==> src/pkg/ssc_pkg.sv <==
// Constants, register map and types of the sensor sequencer configuration bank.
// Assumes one core clock; the sequencer ticks once every CLK_DIV core cycles.
package ssc_pkg;
  localparam int AW     = 4;
  localparam int DW     = 12;
  localparam int NREG   = 16;
  localparam int WORD_W = 16;
  localparam int WORD_ADDR_LO = 12;

  localparam logic [AW-1:0] A_TIMING = 4'h0, A_COL = 4'h1, A_ROW = 4'h2, A_KERN = 4'h3;
  localparam logic [AW-1:0] A_RSTLEN = 4'h4, A_DS = 4'h5, A_TS = 4'h6, A_FT = 4'h7;
  localparam logic [AW-1:0] A_VCAL = 4'h8, A_VBLK = 4'h9, A_VOFF = 4'ha, A_ADCIN = 4'hb;
  localparam logic [AW-1:0] A_AMP = 4'hc, A_TRIM_LO = 4'hd, A_TRIM_MID = 4'he, A_TRIM_HI = 4'hf;

  // Index 15 first
  localparam logic [NREG-1:0][DW-1:0] REG_RESET = {
    12'h0db, 12'h6db, 12'hadf, 12'hfb0, 12'h0f0, 12'h055, 12'h06b, 12'h04a,
    12'h1e1, 12'h000, 12'h000, 12'h002, 12'h0a0, 12'h000, 12'h000, 12'h029};
  localparam logic [NREG-1:0][DW-1:0] REG_MASK = {
    12'h1ff, 12'hfff, 12'hfff, 12'hfff, 12'hfff, 12'h0ff, 12'h0ff, 12'h0ff,
    12'hfff, 12'hfff, 12'hfff, 12'hfff, 12'h0ff, 12'h1ff, 12'h0ff, 12'h7ff};

  // Timing control fields
  localparam int B_MASTER = 0, B_SS = 1, B_GRAN = 2, B_AOUT = 4, B_CALLINE = 5;
  localparam int B_DSEN = 6, B_TSEN = 7, B_REVX = 8, B_REVY = 9, B_NDR = 10;
  // Amplifier fields
  localparam int B_GAIN = 0, B_UNITY = 4, B_SELUNI = 5, B_AIN = 6, B_ADCEN = 7, B_FASTCAL = 11;
  // Converter input fields
  localparam int B_TEST = 0, B_PATH = 4, B_BYP = 8;
  localparam int TRIM_LO_W = 12, TRIM_HI_W = 9;

  localparam logic [1:0]  DIV_LAST    = 2'h3;
  localparam int          CLK_DIV     = 4;
  localparam int          SLOPE_LINES = 12;
  localparam logic [7:0]  FOT_LAST    = 8'h1f;
  localparam logic [7:0]  ROT_LAST    = 8'h07;
  localparam logic [9:0]  LAST_ROW    = 10'h1df;
  localparam logic [10:0] LAST_PIX    = 11'h27f;
  localparam logic [10:0] GROUP_PIX   = 11'h008;
  localparam logic [10:0] KERN_PIX    = 11'h004;
  localparam logic [9:0]  SS_STEP     = 10'h002;
  localparam logic [9:0]  ROW_STEP    = 10'h001;

  // Synchronised pin levels
  localparam int L_RUN = 0, L_INT1 = 1, L_INT2 = 2, L_INT3 = 3, NPIN = 4;
  localparam int RX_SCK = 0, RX_SDI = 1, RX_SEN = 2;

  typedef enum logic [3:0] {
    SQ_HALT = 4'b0001,
    SQ_FOT  = 4'b0010,
    SQ_ROT  = 4'b0100,
    SQ_READ = 4'b1000
  } ssc_seq_t;
endpackage

==> src/pkg/ssc_wr_if.sv <==
// Register write strobe from the serial receiver to the register bank.
// Assumes both ends share the core clock.
`timescale 1ns/1ps
interface ssc_wr_if;
  import ssc_pkg::*;
  logic          valid;
  logic [AW-1:0] addr;
  logic [DW-1:0] data;
  modport src (output valid, output addr, output data);
  modport dst (input valid, input addr, input data);
endinterface

==> src/ssc_config_regs.sv <==
// Sensor sequencer: configuration registers written over the serial link,
// frame/line sequencer and integration pulses. Assumes the serial link and
// the sequencer reset and integration pins are asynchronous to CORE_CLK.
// Operation
// - Sequencer ticks at core clock divided by four
// - Master generates integration; slave follows three pins
// - Row skip reads every other line; reset clear
// - Two-bit granularity selects system clock range
// - Analog output amplifier enable, off at reset
// - Calibrate every line, or once per frame
// - Dual-slope reset at its position when enabled
// - Triple-slope reset at its position when enabled
// - Horizontal reverse reads columns right to left
// - Vertical reverse reads lines bottom to top
// - Keep-charge readout suppresses pixel array reset
// - Column start selects group of eight pixels
// - Row start may be any line 0-479
// - Line width is kernel count times four
// - Pixel reset high for length minus one lines
// - Preamp select: zero attenuates half, one unity
// - Amplifier fields: gain, unity, input, converter enables
// - Converter input: test path, path, mux bypass
// - Calibration word built from three trim registers
// - Serial word: address 15:12, data 11:0
// - Slope pulses last 4*(12*(gran+1)+1) cycles
`timescale 1ns/1ps
module ssc_config_regs (
  input  wire logic        CORE_CLK,
  input  wire logic        RST,
  input  wire logic        SPI_CLK,
  input  wire logic        SPI_DATA,
  input  wire logic        SPI_ENABLE,
  input  wire logic        RESET_N,
  input  wire logic        INT_TIME_1,
  input  wire logic        INT_TIME_2,
  input  wire logic        INT_TIME_3,
  output logic             SEQ_TICK,
  output logic             FRAME_VALID,
  output logic             LINE_VALID,
  output logic [8:0]       ROW_ADDR,
  output logic [10:0]      COL_PIXEL,
  output logic             PIX_RESET,
  output logic             DS_RESET,
  output logic             TS_RESET,
  output logic             FRAME_TRANSFER,
  output logic             CALIB_PULSE,
  output logic [1:0]       GRANULARITY,
  output logic             ANALOG_OUT_EN,
  output logic [7:0]       DAC_VCAL,
  output logic [7:0]       DAC_VBLACK,
  output logic [7:0]       DAC_VOFFSET,
  output logic [3:0]       TEST_PATH_SEL,
  output logic [3:0]       PATH_SEL,
  output logic [3:0]       MUX_BYPASS,
  output logic [3:0]       AMP_GAIN,
  output logic             AMP_UNITY,
  output logic             PREAMP_UNITY,
  output logic             ANALOG_IN_EN,
  output logic [3:0]       ADC_ENABLE,
  output logic             ADC_FAST_CAL,
  output logic [32:0]      CALIB_WORD
);
  import ssc_pkg::*;

  typedef struct packed {
    logic [NREG-1:0][DW-1:0] regs;
    logic [NPIN-1:0][2:0]    sy;
    logic [NPIN-1:0]         lvl;
    logic [1:0]              div;
    logic                    tick;
    ssc_seq_t                seq;
    logic [7:0]              cnt;
    logic [11:0]             line;
    logic [9:0]              row_off;
    logic [7:0]              kern;
    logic [7:0]              ds_cnt;
    logic [7:0]              ts_cnt;
    logic [7:0]              ds_run;
    logic                    fv;
    logic                    lv;
    logic                    pixrst;
    logic                    ds;
    logic                    ts;
    logic                    ft;
    logic                    cal;
    logic [8:0]              row_addr;
    logic [10:0]             col_pix;
  } ssc_st_t;

  localparam ssc_st_t ST_RESET = '{regs: REG_RESET, seq: SQ_HALT, default: '0};

  function automatic logic [7:0] slope_len(input logic [1:0] g);
    slope_len = 8'(CLK_DIV * (SLOPE_LINES * (int'(g) + 1) + 1));
  endfunction

  function automatic logic [8:0] row_map(input logic [9:0] off, input logic [8:0] start, input logic rev);
    logic [9:0] r;
    r = 10'(start) + off;
    row_map = rev ? 9'(LAST_ROW - r) : 9'(r);
  endfunction

  function automatic logic [10:0] col_map(input logic [7:0] k, input logic [7:0] start, input logic rev);
    logic [10:0] p;
    p = 11'(11'(start) * GROUP_PIX + 11'(k) * KERN_PIX);
    col_map = rev ? 11'(LAST_PIX - p) : p;
  endfunction

  ssc_st_t q;
  ssc_st_t d;
  ssc_wr_if wr ();

  logic [DW-1:0]   tc;
  logic            master;
  logic            ss;
  logic [1:0]      gran;
  logic            ds_en;
  logic            ts_en;
  logic            ndr;
  logic            calline;
  logic [NPIN-1:0] pins;

  ssc_serial_rx u_rx (
    .clk     (CORE_CLK),
    .rst     (RST),
    .sclk    (SPI_CLK),
    .sdata   (SPI_DATA),
    .senable (SPI_ENABLE),
    .wr      (wr)
  );

  assign pins    = {INT_TIME_3, INT_TIME_2, INT_TIME_1, RESET_N};
  assign tc      = q.regs[A_TIMING];
  assign master  = tc[B_MASTER];
  assign ss      = tc[B_SS];
  assign gran    = tc[B_GRAN +: 2];
  assign ds_en   = tc[B_DSEN];
  assign ts_en   = tc[B_TSEN];
  assign ndr     = tc[B_NDR];
  assign calline = tc[B_CALLINE];

  always_comb
  begin
    logic       line_go;
    logic [9:0] nxt;
    logic [7:0] kern_last;
    line_go   = 1'b0;
    nxt       = q.row_off + (ss ? SS_STEP : ROW_STEP);
    kern_last = q.regs[A_KERN][7:0] - 8'h01;
    d = q;
    d.ft  = 1'b0;
    d.cal = 1'b0;
    for (int i = 0; i < NPIN; i++)
    begin
      d.sy[i] = {q.sy[i][1:0], pins[i]};
      if (q.sy[i][1] == q.sy[i][2])
        d.lvl[i] = q.sy[i][2];
    end
    d.div  = q.div + 2'h1;
    d.tick = (q.div == DIV_LAST);
    if (wr.valid)
      d.regs[wr.addr] = wr.data & REG_MASK[wr.addr];
    if (!q.lvl[L_RUN])
    begin
      d.seq  = SQ_HALT;
      d.fv   = 1'b0;
      d.lv   = 1'b0;
      d.line = '0;
    end
    else if (q.tick)
    begin
      case (q.seq)
        SQ_HALT:
        begin
          d.seq     = SQ_FOT;
          d.cnt     = '0;
          d.line    = '0;
          d.row_off = '0;
        end
        SQ_FOT:
        begin
          d.cnt = q.cnt + 8'h01;
          if (q.cnt == FOT_LAST)
          begin
            d.seq   = SQ_ROT;
            d.cnt   = '0;
            d.fv    = 1'b1;
            line_go = 1'b1;
          end
        end
        SQ_ROT:
        begin
          d.cnt = q.cnt + 8'h01;
          if (q.cnt == ROT_LAST)
          begin
            d.seq  = SQ_READ;
            d.kern = '0;
            d.lv   = 1'b1;
          end
        end
        SQ_READ:
        begin
          d.kern = q.kern + 8'h01;
          // One kernel of four pixels per tick
          if (q.kern >= kern_last)
          begin
            d.lv  = 1'b0;
            d.cnt = '0;
            if (10'(q.regs[A_ROW][8:0]) + nxt > LAST_ROW)
            begin
              d.seq     = SQ_FOT;
              d.fv      = 1'b0;
              d.line    = '0;
              d.row_off = '0;
            end
            else
            begin
              d.seq     = SQ_ROT;
              d.row_off = nxt;
              line_go   = 1'b1;
            end
          end
        end
        default: d.seq = SQ_HALT;
      endcase
    end
    if (line_go)
    begin
      d.line = q.line + 12'h001;
      d.ft   = (q.line == q.regs[A_FT] - 12'h001);
      d.cal  = calline || (q.line == '0);
    end
    d.row_addr = row_map(d.row_off, q.regs[A_ROW][8:0], tc[B_REVY]);
    d.col_pix  = col_map(d.kern, q.regs[A_COL][7:0], tc[B_REVX]);
    if (master)
    begin
      // Reset drops once length minus one lines are read out
      d.pixrst = !ndr && (q.line < q.regs[A_RSTLEN]);
      if (line_go && ds_en && q.line == q.regs[A_DS] - 12'h001)
        d.ds_cnt = slope_len(gran);
      else if (q.ds_cnt != '0)
        d.ds_cnt = q.ds_cnt - 8'h01;
      if (line_go && ts_en && q.line == q.regs[A_TS] - 12'h001)
        d.ts_cnt = slope_len(gran);
      else if (q.ts_cnt != '0)
        d.ts_cnt = q.ts_cnt - 8'h01;
      d.ds = (d.ds_cnt != '0);
      d.ts = (d.ts_cnt != '0);
    end
    else
    begin
      // Integration pins drive the pulses directly
      d.ds_cnt = '0;
      d.ts_cnt = '0;
      d.pixrst = !q.lvl[L_INT1];
      d.ds     = q.lvl[L_INT2];
      d.ts     = q.lvl[L_INT3];
    end
    d.ds_run = d.ds ? q.ds_run + 8'h01 : '0;
  end

  always_ff @(posedge CORE_CLK or posedge RST)
  begin
    if (RST)
      q <= ST_RESET;
    else
      q <= d;
  end

  assign SEQ_TICK       = q.tick;
  assign FRAME_VALID    = q.fv;
  assign LINE_VALID     = q.lv;
  assign ROW_ADDR       = q.row_addr;
  assign COL_PIXEL      = q.col_pix;
  assign PIX_RESET      = q.pixrst;
  assign DS_RESET       = q.ds;
  assign TS_RESET       = q.ts;
  assign FRAME_TRANSFER = q.ft;
  assign CALIB_PULSE    = q.cal;
  assign GRANULARITY    = q.regs[A_TIMING][B_GRAN +: 2];
  assign ANALOG_OUT_EN  = q.regs[A_TIMING][B_AOUT];
  assign DAC_VCAL       = q.regs[A_VCAL][7:0];
  assign DAC_VBLACK     = q.regs[A_VBLK][7:0];
  assign DAC_VOFFSET    = q.regs[A_VOFF][7:0];
  assign TEST_PATH_SEL  = q.regs[A_ADCIN][B_TEST +: 4];
  assign PATH_SEL       = q.regs[A_ADCIN][B_PATH +: 4];
  assign MUX_BYPASS     = q.regs[A_ADCIN][B_BYP +: 4];
  assign AMP_GAIN       = q.regs[A_AMP][B_GAIN +: 4];
  assign AMP_UNITY      = q.regs[A_AMP][B_UNITY];
  assign PREAMP_UNITY   = q.regs[A_AMP][B_SELUNI];
  assign ANALOG_IN_EN   = q.regs[A_AMP][B_AIN];
  assign ADC_ENABLE     = q.regs[A_AMP][B_ADCEN +: 4];
  assign ADC_FAST_CAL   = q.regs[A_AMP][B_FASTCAL];
  assign CALIB_WORD     = {q.regs[A_TRIM_HI][TRIM_HI_W-1:0], q.regs[A_TRIM_MID],
                           q.regs[A_TRIM_LO][TRIM_LO_W-1:0]};
endmodule

==> src/ssc_serial_rx.sv <==
// Three-wire serial write receiver: 16-bit word, address on top, data below.
// Assumes the serial pins are asynchronous to the core clock and much slower.
`timescale 1ns/1ps
module ssc_serial_rx (
  input wire logic clk,
  input wire logic rst,
  input wire logic sclk,
  input wire logic sdata,
  input wire logic senable,
  ssc_wr_if.src    wr
);
  import ssc_pkg::*;

  typedef struct packed {
    logic [2:0][2:0]    sy;
    logic [2:0]         lvl;
    logic [WORD_W-1:0]  shift;
    logic               valid;
    logic [AW-1:0]      addr;
    logic [DW-1:0]      data;
  } ssc_rx_st_t;

  localparam ssc_rx_st_t RX_RESET = '0;

  ssc_rx_st_t q;
  ssc_rx_st_t d;
  logic [2:0] pins;

  assign pins = {senable, sdata, sclk};

  always_comb
  begin
    d = q;
    d.valid = 1'b0;
    for (int i = 0; i < 3; i++)
    begin
      d.sy[i] = {q.sy[i][1:0], pins[i]};
      // Only a level seen by both later stages counts
      if (q.sy[i][1] == q.sy[i][2])
        d.lvl[i] = q.sy[i][2];
    end
    if (d.lvl[RX_SCK] && !q.lvl[RX_SCK])
      d.shift = {q.shift[WORD_W-2:0], q.lvl[RX_SDI]};
    if (d.lvl[RX_SEN] && !q.lvl[RX_SEN])
    begin
      d.valid = 1'b1;
      d.addr  = q.shift[WORD_W-1:WORD_ADDR_LO];
      d.data  = q.shift[DW-1:0];
    end
  end

  always_ff @(posedge clk or posedge rst)
  begin
    if (rst)
      q <= RX_RESET;
    else
      q <= d;
  end

  assign wr.valid = q.valid;
  assign wr.addr  = q.addr;
  assign wr.data  = q.data;
endmodule
==> config.mk <==
export PLATFORM = sky130hd
export DESIGN_NAME = ssc_config_regs
export DESIGN_NICKNAME = d
export VERILOG_FILES = /design/src/pkg/ssc_pkg.sv /design/src/pkg/ssc_wr_if.sv /design/src/ssc_config_regs.sv /design/src/ssc_serial_rx.sv
export SDC_FILE = /design/constraint.sdc
export NUM_CORES = 1
export LEC_CHECK = 0
export ABC_AREA = 1
export BUFFER_PORTS_ARGS = -buffer_cell sky130_fd_sc_hd__buf_4
export CAP_MARGIN = 20
export CORE_MARGIN = 2
export CORE_UTILIZATION = 61
export CTS_BUF_LIST = sky130_fd_sc_hd__clkbuf_16
export DETAILED_ROUTE_END_ITERATION = 12
export PLACE_DENSITY = 0.8
export SYNTH_ARGS = -nofsm -noshare
export SYNTH_HDL_FRONTEND = slang
export SYNTH_SLANG_ARGS = --single-unit
==> constraint.sdc <==
create_clock -name CORE_CLK -period 11.6 [get_ports CORE_CLK]
set_clock_uncertainty 0.05 [all_clocks]
set_input_delay 2.32 -clock CORE_CLK [delete_from_list [all_inputs] [get_ports CORE_CLK]]
set_output_delay 2.32 -clock CORE_CLK [all_outputs]
set_load 0.02 [all_outputs]
# Yosys cells after proc, flatten, opt, wreduce, memory -nomap -nowiden
# Memories as Yosys holds them, arrays and structs flattened.
# Cells that the tools add are included.
dict set report op_classes {
  n_div 0
  n_mux 49
  add_sub_neg 18
  reduce_logical 24
  n_bitwise 1
  shift 0
  order_cmp 5
  n_mul 1
  n_eq_ne 29
}
# operator count
set ops {}
lappend ops {{bitwise mux 192 bit} 1}
lappend ops {{two-way mux 12 bit} 6}
lappend ops {{two-way mux 8 bit} 7}
lappend ops {{demux 12 bit (select 4 bit)} 1}
lappend ops {{case mux 22 bit (2 select lines)} 1}
lappend ops {{two-way mux 42 bit} 1}
lappend ops {{== test 12 bit} 3}
lappend ops {{subtractor 12 x 1 -> 12 bit (second input constant)} 3}
lappend ops {{two-way mux 34 bit} 1}
lappend ops {{case mux 8 bit (4 select lines)} 1}
lappend ops {{nonzero test 8 bit} 4}
lappend ops {{subtractor 8 x 1 -> 8 bit (second input constant)} 3}
lappend ops {{two-way mux 18 bit} 1}
lappend ops {{two-way mux 17 bit} 1}
lappend ops {{adder 8 x 1 -> 8 bit (second input constant)} 2}
lappend ops {{two-way mux 16 bit} 1}
lappend ops {{case mux 4 bit (4 select lines)} 1}
lappend ops {{case mux 8 bit (2 select lines)} 1}
lappend ops {{AND reduction 4 bit} 4}
lappend ops {{adder 12 x 1 -> 12 bit (second input constant)} 1}
lappend ops {{AND 12 bit} 1}
lappend ops {{logical NOT 12 bit} 1}
lappend ops {{less-than comparator 12 bit} 1}
lappend ops {{inequality test 3 bit (second input constant)} 4}
lappend ops {{other kinds (40)} 76}
dict set report totals {
  register_bits 341
  latchBits 0
  romBits 192
  memories 1
  elab_cells 179
  ramBits 0
}
# memory depth width rd rd_clocked_by_memory_dff wr line
set mem_list {}
lappend mem_list {{(no name shown)} 16 12 1 0 0 ssc_config_regs.sv:161} ;# d.regs[wr.addr] = wr.data & REG_MASK[wr.addr];

# Depth between registers and ports, before layout
# Gate-level depths: netlist of the first run.
dict set report depth {
  ltp_word 15
  depth_mapped 39
  mapped_depth_nobuf 39
}

# Cells and area by module
# From an unflattened synthesis of the first run, not the netlist that was laid out.
dict set report unflattened {
  hier_cells 1966
  area_unflattened_um2 16684.8
}
# mod area_each_um2 cells_per_inst seq_area_each_um2 n_inst
set by_module_without_submodules {}
lappend by_module_without_submodules {ssc_config_regs 14818.0 1782 6779.0 1}
lappend by_module_without_submodules {ssc_serial_rx 1866.8 184 1126.1 1}

# Least setup slack after synthesis of the first run
# OpenSTA, ideal clock, no wires.
dict set report synth_timing {
  path_kind {reg-to-reg}
  from {reg q, in the netlist tc[1]}
  to {reg q, in the netlist ROW_ADDR[8]}
  arrival_ns 4.499
  synth_period_minus_slack_ns 4.667
  t_required_ns 11.432
  setup_slack_ns 6.933
  n_path_buf 0
  stages_incl_launch_ff 33
  setup_time_ns 0.118
  cell_sequence {dfrtp_1 -> inv_1 -> ha_1 -> fa_1 -> nand3_1 -> nor2_1 -> nand4_1 -> xor2_1 -> inv_1 -> ha_1 -> inv_1 -> o21bai_1 -> nor2_1 -> nand2_1 -> nor2_1 -> nand2_1 -> nand2_4 -> nand2_1 -> inv_2 -> nand2_1 -> inv_1 -> a32o_1 -> ha_1 -> inv_1 -> fa_1 -> o21ai_0 -> nand4_1 -> o211ai_1 -> xor2_1 -> inv_1 -> xor2_1 -> xnor2_1 -> inv_1}
}
# element line
set synth_rtl {}
lappend synth_rtl {{start: declaration} ssc_config_regs.sv:108} ;# ssc_st_t q;
lappend synth_rtl {{start signal: assignment} ssc_config_regs.sv:264} ;# q <= ST_RESET;
lappend synth_rtl {{start signal: assignment} ssc_config_regs.sv:266} ;# q <= d;

==> impl_results.md, run 1 <==
- Vias: 12,800
- Drt first pass iters: 6
- Largest net degree at the start of global routing: 106
- GRT Total Usage: 27.1%
- Sequential area share after synthesis: a little under half
- Synth Instances: 1,931
- Number of CTS-inserted buffers: 34
- Die width: around 170 µm
- CP arrival: 5.67 ns
- Cell row count: 60
- Leak: 0.00884 µW
- Synth area leaders: dfrtp_1, dfstp_2, nand2_1, o21ai_0, inv_1
- Critical path peak fanout: 8
- First-pass GRT wire length: 62.6 mm
- Worst Setup Path Type: register to register
- Placer Congestion: 0.954
- Synthesized Nets: about 2,000
- Gr ovfl total: 0
- Number of instances in the placed design: 2,243
- Die ar.: about 0.028 mm²
- Crit path largest cell delay: 0.44 ns
- Power Density: between 150 and 200 mW/mm²
- Register area: around 0.0079 mm²
- Startpoint Class: register
- Synthesized flop and latch total: about 310
- Setup_tns: 0 ns
- Via-per-instance ratio: 5.56
- Async S/R FF share, synth: 100%
- Synth warn: 0
- CTS Sinks: 313
- Area of the mapped netlist: 0.0165 mm²
- IO Port Bufs: 120
- Number of synthesized flops with an enable pin: 0
- Die H: 168 µm
- # DRC: 0
- Post-synth cell types: 54
- CTS resizes: 0
- Slew headroom: 29.1%
- CTS tree: yes
- Worst-Skew Late Latency: 0.53 ns
- Most common cell on crit path: inv_1
- Initial antenna violation count: 0
- RSZ-0062 raised after global routing: no
- Cts-stage hold buffer count: 0
- Fillers: ~2,000
- Post-Syn Area per Cell: 8.54 µm²
- Multi-input logic area: 0.00670 mm²
- Final non-filler cell total: 2,304
- CTS max path bufs: 3
- Crit-path slowest cell: fa_1
- Worst-path clk slew: 0.06 ns
- Iter 0 DRT Violations: around 900
- H-Tree Depth: 2
- Total Nets Final: about 2,000
- Crit path required time: 11.95 ns
- Final setup vio count: 0
- Top-area cell type share of the netlist area: 38.7%
- WL final: 37.2 mm
- CORE AREA: between 0.02 and 0.03 mm²
- Worst Max-Slew Pin Slew: 1.06 ns
- DPL Wire Length: ~26 mm
- I/O pins: 121
- WL per Instance: 16.2 µm
- Final Hold Violating Endpoints: 0
- Fmax: 0.188 GHz
- Inserted Diodes: 0
- Post-route clock period utilization: 45.9%
- Worst VDD drop: 162 µV
- DRT antenna net count: 0
- Crit path capture type: register
- Prevailing post-synth register cell: dfrtp_1
- Clock root cell: clkbuf_16
- Min Tclk post-route: 5.32 ns
- Max-Cap Viols: 0
- Post-CTS Setup Inserts: 0
- Vias in the first global route: 12,800
- Synthesis-to-finish area growth: 9.16%
- Final Max Tran Viols: 0
- HP Class: register to register
- Share of cells above drive strength 1: between 10% and 20%
- Starting density of the core: between 60 and 70%
- Status: complete, no violations
- Post-synth top area cell: dfrtp_1
cell families (layout without fill, tap and decap cells):
group,after synthesis,count (layout),share of synthesized area (%)
xor+xnor,86,86,4.57
flops,313,313,47.9
compound gates,346,346,11.3
buf+inv,397,429,11.5
fa+ha+maj,76,76,5.84
simple gates,713,713,18.8
cells in the final DEF, fill, tap and decap left out, types with 5 or more instances in the layout:
cell,n
nor2_4,6
a21oi_1,74
nor3_1,27
nand4_1,24
maj3_1,7
clkbuf_16,35
o31ai_1,5
xor2_1,58
nand2_1,382
clkinv_2,5
nor2_1,159
ha_1,65
o22ai_1,17
buf_4,126
nor4_1,8
inv_2,9
nor2_2,10
xnor2_1,28
dfstp_2,58
o21ai_0,211
clkinv_1,7
a22oi_1,7
inv_1,239
nand2_2,7
nand3_2,5
dfrtp_1,255
nand3_1,67
o211ai_1,5
area by class of cell:
| type | instances | share of cell area, % |
|---|---|---|
| tap | 341 | 2.37 |
| timing repair buffer | 126 | 5.25 |
| inverter | 242 | 5.09 |
| clock inverter | 26 | 1.32 |
| clock buffer | 35 | 4.86 |
| sequential | 313 | 43.9 |
| multi-input combinational | 1221 | 37.2 |
stage by stage:
stage	worst slack (ns)	hold slack, ns	total power [µW]	util (%)	cell area (µm²)
2_1_floorplan	0.668	0.281	1630	-	16500
3_3_place_gp	6.50	0.281	1790	63.2	16900
3_5_place_dp	6.31	0.290	1810	63.2	16900
4_1_cts	6.29	0.302	2870	67.4	18000
5_1_grt	5.80	0.315	2980	67.4	18000
6_report	6.28	0.299	2860	67.4	18000
flip-flops by register name (all words and copies together) (netlist names), 9 cells and up:
| register | cells |
|---|---|
| CALIB_WORD | 33 |
| COL_PIXEL | 10 |
| ROW_ADDR | 9 |
| q | 141 |
| tc | 11 |
| u_rx.q | 22 |
| u_rx.wr.data | 12 |
where the power goes:
part	switching, µW	total [µW]	internal (µW)	leakage (µW)
clock network	443	1060	620	0.000578
registers	90.8	1300	1200	0.00405
logic	353	499	146	0.00422
total	887	2860	1970	0.00884
routing by layer:
| metal | global-route usage [%] | vias to the layer above | wire length, µm |
|---|---|---|---|
| met5 | 0 | - | 0 |
| met4 | 9.33 | 0 | 1150 |
| met3 | 5.57 | 100 | 2410 |
| met2 | 45.2 | 417 | 17700 |
| met1 | 35.6 | 6147 | 15900 |
| li1 | - | 6136 | - |
path summary, 6_finish.rpt:
kind,startpoint,to,slack [ns],depth (start not counted)
setup reg to reg,tc[1],ROW_ADDR[8],6.28,32
max in group asynchronous,RST,d[111],7.50,4
hold / removal,u_rx.d[37],u_rx.d[38],0.30,0
min in group asynchronous,RST,u_rx.d[38],1.86,2
hold reg to reg,u_rx.d[37],u_rx.d[38],0.30,0
setup / recovery,tc[1],ROW_ADDR[8],6.28,32
cells in the mapped netlist, drive strengths merged (4+ instances only):
library cell  count
nand2           391
dfrtp           255
inv             239
o21ai           215
nor2            175
buf             113
nand3            75
a21oi            74
ha               65
dfstp            58
xor2             58
clkbuf           42
nor3             31
xnor2            28
nand4            24
o22ai            17
nor4              8
a22oi             7
maj3              7
o211ai            5
o31ai             5
fa                4
o32ai             4
worst max-delay path, delay by kind of cell (launching register included):
family	cells	cell delay, ns
compound gates	4	0.75
xor+xnor	4	0.69
fa+ha+maj	5	1.57
buf+inv	8	0.70
flops	1	0.41
simple gates	11	1.02
Power figures use the tool's default switching activity.
==> inputs of run 2 (changes only) <==
Settings changed: CORE_UTILIZATION 61 to 55, PLACE_DENSITY 0.8 to 0.76.
Clock period 11.6 ns to 4.8 ns, I/O delays scaled along.
==> run 2 against run 1 <==
- the flow now finishes with violations (negative setup slack)
- flip-flop and latch count stayed put
- utilization is 4.0 points lower
- sequential share of layout area is 1.7 points lower
- design area is 4.0% higher
- setup slack worse by 6.3 ns
- hold slack better by 0.00081 ns
- sequential power is 140% higher
- non-clock buffer count is 43 higher
- routed wire length is 3.4% higher
- first-iteration DRC count is 1.9% higher
- die area is 11% higher
- via count is 0.79% higher
- critical endpoint is now ROW_ADDR[7]
==> impl_results.md, run 2 (synthesized netlist as in run 1, its figures left out) <==
- Crit path largest cell delay: 0.41 ns (was 0.44 ns)
- R2R Path Start: q[59] (was tc[1])
- Post-route clock period utilization: 101% (was 45.9%)
- Setup slack, reg-to-reg: -0.04 ns (was 6.28 ns)
- Starting density of the core: 55.8% (was 61.7%)
- Inserted Diodes: 0 (unchanged)
- CTS Sinks: 313 (unchanged)
- CTS max path bufs: 3 (unchanged)
- WL final: 38.5 mm (was 37.2 mm)
- Worst Max-Slew Pin Slew: 0.998 ns (was 1.06 ns)
- Commonest non-fill, non-tap cell in the layout: nand2_1 (unchanged)
- R2R Path End: ROW_ADDR[7] (was ROW_ADDR[8])
- Final Max Tran Viols: 0 (unchanged)
- Power Total: 7090 µW (was 2860 µW)
- Worst Hold Path Cells: 0 (unchanged)
- Fmax: 0.207 GHz (was 0.188 GHz)
- Post-place setup slack: -0.184 ns (was 6.31 ns)
- Worst setup margin: -0.0395 ns (was 6.28 ns)
- DPL Wire Length: 26.4 mm (was 26.0 mm)
- CP arrival: 5.22 ns (was 5.67 ns)
- Placer Congestion: 0.936 (was 0.954)
- # DRC: 0 (unchanged)
- Max reg flops: 141 (unchanged)
- WHS Endpoint: d[111] (was u_rx.d[38])
- Failing checks: negative setup slack
- Power Density: 379 mW/mm² (was 159 mW/mm²)
- Cell row count: 63 (was 60)
- Startpoint Class: register (unchanged)
- IO Port Bufs: 120 (unchanged)
- Number of CTS-inserted buffers: 35 (was 34)
- Clock root cell: clkbuf_16 (unchanged)
- CTS tree: yes (unchanged)
- Worst VDD drop: 317 µV (was 162 µV)
- Crit path capture type: register (unchanged)
- Status: complete, but fails checks (was complete, no violations)
- Post-route cell area: 0.0187 mm² (was 0.0180 mm²)
- H-Tree Depth: 2 (unchanged)
- Slew headroom: 33.3% (was 29.1%)
- Utilization after layout: 63.3% (was 67.4%)
- Most frequent cells in the layout: nand2_1, dfrtp_1, inv_1 (unchanged)
- DRT antenna net count: 0 (unchanged)
- I/O pins: 121 (unchanged)
- Vias: 12,900 (was 12,800)
- Cts-stage hold buffer count: 0 (unchanged)
- Drt first pass iters: 6 (unchanged)
- Critical path peak fanout: 5 (was 8)
- Worst-path clk slew: 0.06 ns (about the same)
- GRT Total Usage: 24.8% (was 27.1%)
- Worst Setup Path Type: register to register (unchanged)
- CORE AREA: 0.0296 mm² (was 0.0267 mm²)
- Reg2Reg Depth: 29 (was 32)
- Iter 0 DRT Violations: 933 (was 916)
- Final Hold Violating Endpoints: 0 (unchanged)
- Crit-path slowest cell: dfrtp_1 (was fa_1)
- First-pass GRT wire length: 62.6 mm (about the same)
- Min Tclk post-route: 4.84 ns (was 5.32 ns)
- Biggest register: q (unchanged)
- Beginning of the worst hold path: d[110] (was u_rx.d[37])
- Final setup vio count: 3 (was 0)
- Crit path required time: 5.18 ns (was 11.95 ns)
- RSZ-0062 raised after global routing: yes (was no)
- Via-per-instance ratio: 5.38 (was 5.56)
- Share of cells above drive strength 1: 18.6% (was 14.3%)
- WL per Instance: 16.0 µm (was 16.2 µm)
- Gr ovfl total: 0 (unchanged)
- Placed Area: 0.0171 mm² (was 0.0169 mm²)
- HP Class: register to register (unchanged)
- Max-Cap Viols: 0 (unchanged)
- Vias in the first global route: 12,600 (was 12,800)
- Worst-Skew Late Latency: 0.53 ns (about the same)
- Leak: 0.00906 µW (was 0.00884 µW)
- Die ar.: 0.0314 mm² (was 0.0284 mm²)
- Die H: 177 µm (was 168 µm)
- Total Nets Final: 2,060 (was 2,016)
- Most common cell on crit path: nor2_1 (was inv_1)
- Largest net degree at the start of global routing: 144 (was 106)
- Initial antenna violation count: 0 (unchanged)
- Synthesis-to-finish area growth: 13.5% (was 9.16%)
- Die width: 177 µm (was 168 µm)
-- run 2: critical path: cells and delay by family (launching register included) --
| kind | cells | cell delay (ns) |
|---|---|---|
| flip-flops | 1 | 0.41 |
| AND/OR/NAND/NOR | 11 | 1.01 |
| XOR/XNOR | 3 | 0.50 |
| adder cells (fa/ha/maj) | 5 | 1.39 |
| buffers and inverters | 5 | 0.50 |
| AO/OA/AOI/OAI | 5 | 0.89 |
-- run 2: report_power, final --
part	leakage (µW)	switching (µW)	internal (µW)
Combinational	0.00443	867	391
Clock	0.000583	1110	1590
Sequential	0.00405	228	2910
-- run 2: how the worst max path moves through the flow --
| stage | from | end | slack, ns | depth (start not counted) |
|---|---|---|---|---|
| finish | q[59] | ROW_ADDR[7] | -0.04 | 29 |
| global route | tc[1] | ROW_ADDR[7] | -0.43 | 30 |
| CTS | q[59] | ROW_ADDR[8] | 0.02 | 36 |
| detailed placement | q[59] | ROW_ADDR[8] | -0.18 | 34 |
| global placement | q[59] | ROW_ADDR[8] | 0.01 | 36 |
| floorplan | RST | AMP_GAIN[0] | -0.33 | 1 |
-- run 2: layer usage --
layer / track usage, % / share of wire, % / vias up
met5: 0 / 0 / -
met4: 8.30 / 2.8 / 0
met3: 5.20 / 6.4 / 84
met2: 40.9 / 47 / 391
met1: 32.7 / 43 / 6188
li1: - / - / 6238
-- run 2: area by class of cell --
class | instances | area [µm²]
well taps | 390 | 488
clock inverters | 28 | 254
fillers | 2423 | 10800
inverters | 242 | 915
repair buffers | 169 | 1300
clock buffers | 36 | 901
flip-flops and latches | 313 | 7910
multi-input cells | 1221 | 6960
-- run 2: stage by stage --
stage,hold WS [ns],TNS (ns),instances
2_1_floorplan,0.281,-84.54,1931
3_3_place_gp,0.283,0,2314
3_5_place_dp,0.286,-0.373,2314
4_1_cts,0.301,0,2384
5_1_grt,0.309,-1.22,2399
6_report,0.300,-0.0956,2399
-- run 2: repair_timing --
action	in CTS	in global routing
pin swaps	8	36
cloned	0	0
setup buffers	6	15
resized for setup	13	48
setup endpoints to repair	3	4
==> inputs of run 3 (changes only) <==
Settings changed: CTS_BUF_LIST sky130_fd_sc_hd__clkbuf_16 to unset, PLACE_DENSITY 0.76 to 0.74.
==> run 3 against run 2 <==
- the run now ends clean
- register-to-register slack better by 0.14 ns
- flip-flop and latch count unchanged
- die area unchanged
- hold slack worse by 0.0028 ns
- routed wire length up 0.20%
- via count down 0.79%
- first-iteration DRC count down 9.5%
- design area down 0.47%
- setup slack better by 0.14 ns
- clock power down 1%
- non-clock buffer count down 17
- sequential power about the same
- critical path type unchanged
- largest cell class unchanged
- largest power group unchanged
- highest routed layer unchanged
==> impl_results.md, run 3 (synthesized netlist as in run 1, its figures left out) <==
- Max-Cap Viols: 0 (unchanged)
- Commonest non-fill, non-tap cell in the layout: nand2_1 (unchanged)
- Met1 usage: 33.1% (was 32.7%)
- Clock root cell: clkbuf_16 (unchanged)
- Final Hold Violating Endpoints: 0 (unchanged)
- Worst Max-Slew Pin Slew: 1.02 ns (was 0.998 ns)
- Placer Congestion: 0.934 (was 0.936)
- Min Tclk post-route: 4.70 ns (was 4.84 ns)
- Share of cells above drive strength 1: 18.7% (was 18.6%)
- Via-per-instance ratio: 5.37 (was 5.38)
- GRT Total Usage: 25.0% (was 24.8%)
- Fillers: 2,472 (was 2,423)
- CTS tree: yes (unchanged)
- Status: complete, no violations (was complete, but fails checks)
- Post-route clock period utilization: 97.9% (was 101%)
- Most frequent cells in the layout: nand2_1, dfrtp_1, inv_1 (unchanged)
- Crit path largest cell delay: 0.41 ns (about the same)
- CTS Sinks: 313 (unchanged)
- Cell row count: 63 (unchanged)
- Critical path peak fanout: 5 (unchanged)
- Met2 Use GR: 42.3% (was 40.9%)
- Biggest register: q (unchanged)
- Crit path max-delay family: adder cells (unchanged)
- Worst Setup Path Type: register to register (unchanged)
- Total Nets Final: 2,043 (was 2,060)
- Setup_tns: 0 ns (was -0.0956 ns)
- Worst path bufs/invs: 4 (was 5)
- Number of CTS-inserted buffers: 35 (unchanged)
- Worst-Skew Late Latency: 0.52 ns (was 0.53 ns)
- Synthesis-to-finish area growth: 13.0% (was 13.5%)
- CTS max path bufs: 3 (unchanged)
- Die width: 177 µm (unchanged)
- Crit path capture type: register (unchanged)
- Crit path required time: 5.18 ns (about the same)
- WHS: 0.297 ns (was 0.300 ns)
- Die ar.: 0.0314 mm² (unchanged)
- CORE AREA: 0.0296 mm² (unchanged)
- CP arrival: 5.08 ns (was 5.22 ns)
- DRT antenna net count: 0 (unchanged)
- Leak: 0.00898 µW (was 0.00906 µW)
- IO Port Bufs: 120 (unchanged)
- GR Util met3: 4.75% (was 5.20%)
- Layer with the highest usage: met2 (unchanged)
- Starting density of the core: 55.8% (unchanged)
- Crit-path slowest cell: dfrtp_1 (unchanged)
- Number of instances in the placed design: 2,309 (was 2,314)
- Power Density: 378 mW/mm² (was 379 mW/mm²)
- Utilization after layout: 63.0% (was 63.3%)
- WL per Instance: 16.2 µm (was 16.0 µm)
- # DRC: 0 (unchanged)
- Worst-path clk slew: 0.06 ns (about the same)
- Drt first pass iters: 5 (was 6)
- H-Tree Depth: 2 (unchanged)
- I/O pins: 121 (unchanged)
- Iter 0 DRT Violations: 844 (was 933)
- Largest net degree at the start of global routing: 150 (was 144)
- Inserted Diodes: 0 (unchanged)
- HP Class: register to register (unchanged)
- Gr ovfl total: 0 (unchanged)
- Final setup vio count: 0 (was 3)
- Startpoint Class: register (unchanged)
- Max reg flops: 141 (unchanged)
- Initial antenna violation count: 1 (was 0)
- Worst VDD drop: 249 µV (was 317 µV)
- Vias in the first global route: 12,600 (about the same)
- Die H: 177 µm (unchanged)
- Final Max Tran Viols: 0 (unchanged)
- Fmax: 0.213 GHz (was 0.207 GHz)
- WL final: 38.6 mm (was 38.5 mm)
- Final non-filler cell total: 2,382 (was 2,399)
- RSZ-0062 raised after global routing: yes (unchanged)
- First-pass GRT wire length: 63.2 mm (was 62.6 mm)
- Vias: 12,800 (was 12,900)
- DPL Wire Length: 26.6 mm (was 26.4 mm)
- Slew headroom: 31.5% (was 33.3%)
==> run 3: cell count changes in the layout (fill, tap and decap cells not counted), sizes merged <==
cell,delta
buf,-17
bufinv,-2
clkbuf,+17
clkinv,-4
clkinvlp,-3
inv,-8
==> run 3: worst paths after layout <==
| kind | start | slack, ns | cells past startpoint | endpoint |
|---|---|---|---|---|
| max in group asynchronous | RST | 3.41 | 3 | q[35] |
| max | q[59] | 0.10 | 28 | ROW_ADDR[7] |
| min | d[104] | 0.30 | 0 | d[105] |
| min reg2reg | d[104] | 0.30 | 0 | d[105] |
| max reg2reg | q[59] | 0.10 | 28 | ROW_ADDR[7] |
| min in group asynchronous | RST | 0.60 | 3 | u_rx.d[41] |
==> run 3: where the power goes <==
part	leakage [µW]	internal (µW)	total (µW)	switching (µW)
sequential	0.00405	2910	3140	228
combinational	0.00437	386	1250	867
clock	0.000567	1590	2650	1060
total	0.00898	4890	7050	2160
==> run 3: final cells by class <==
type / count / area [µm²] / area share, %
flip-flops and latches: 313 / 7910 / 42.4
multi-input cells: 1221 / 7020 / 37.7
repair buffers: 152 / 1170 / 6.26
clock buffers: 53 / 1020 / 5.50
inverters: 242 / 912 / 4.89
well taps: 390 / 488 / 2.62
clock inverters: 11 / 120 / 0.645
==> run 3: repair_timing <==
action                     4_1_cts  5_1_grt
hold buffers                     0        0
pin swaps                        6       43
setup endpoints to repair        3        5
gates resized for setup         12       66
setup buffers                    2        7
==> run 3: metrics by stage <==
stage / power (µW) / setup slack (ns) / cell area (µm²)
after floorplan: 3950 / -0.332 / 16500
after global placement: 4350 / 0.0277 / 17100
after detailed placement: 4390 / -0.161 / 17100
after CTS: 7070 / 0.0186 / 18300
after global routing: 7360 / -0.250 / 18600
final: 7050 / 0.102 / 18600
==> run 3: worst reg2reg max path: cells and delay by family (launching register included) <==
family | cells | cell delay (ns)
DFF | 1 | 0.41
adders and majority gates | 5 | 1.46
AOI/OAI and AO/OA | 5 | 0.71
buffers and inverters | 4 | 0.33
and+or+nand+nor | 11 | 1.03
xor gates and xnor gates | 3 | 0.64
==> run 3: routing by layer <==
layer,up-vias,share of wire [%]
li1,6201,-
met5,-,0
met4,0,2.2
met1,6190,44
met3,72,5.8
met2,336,48
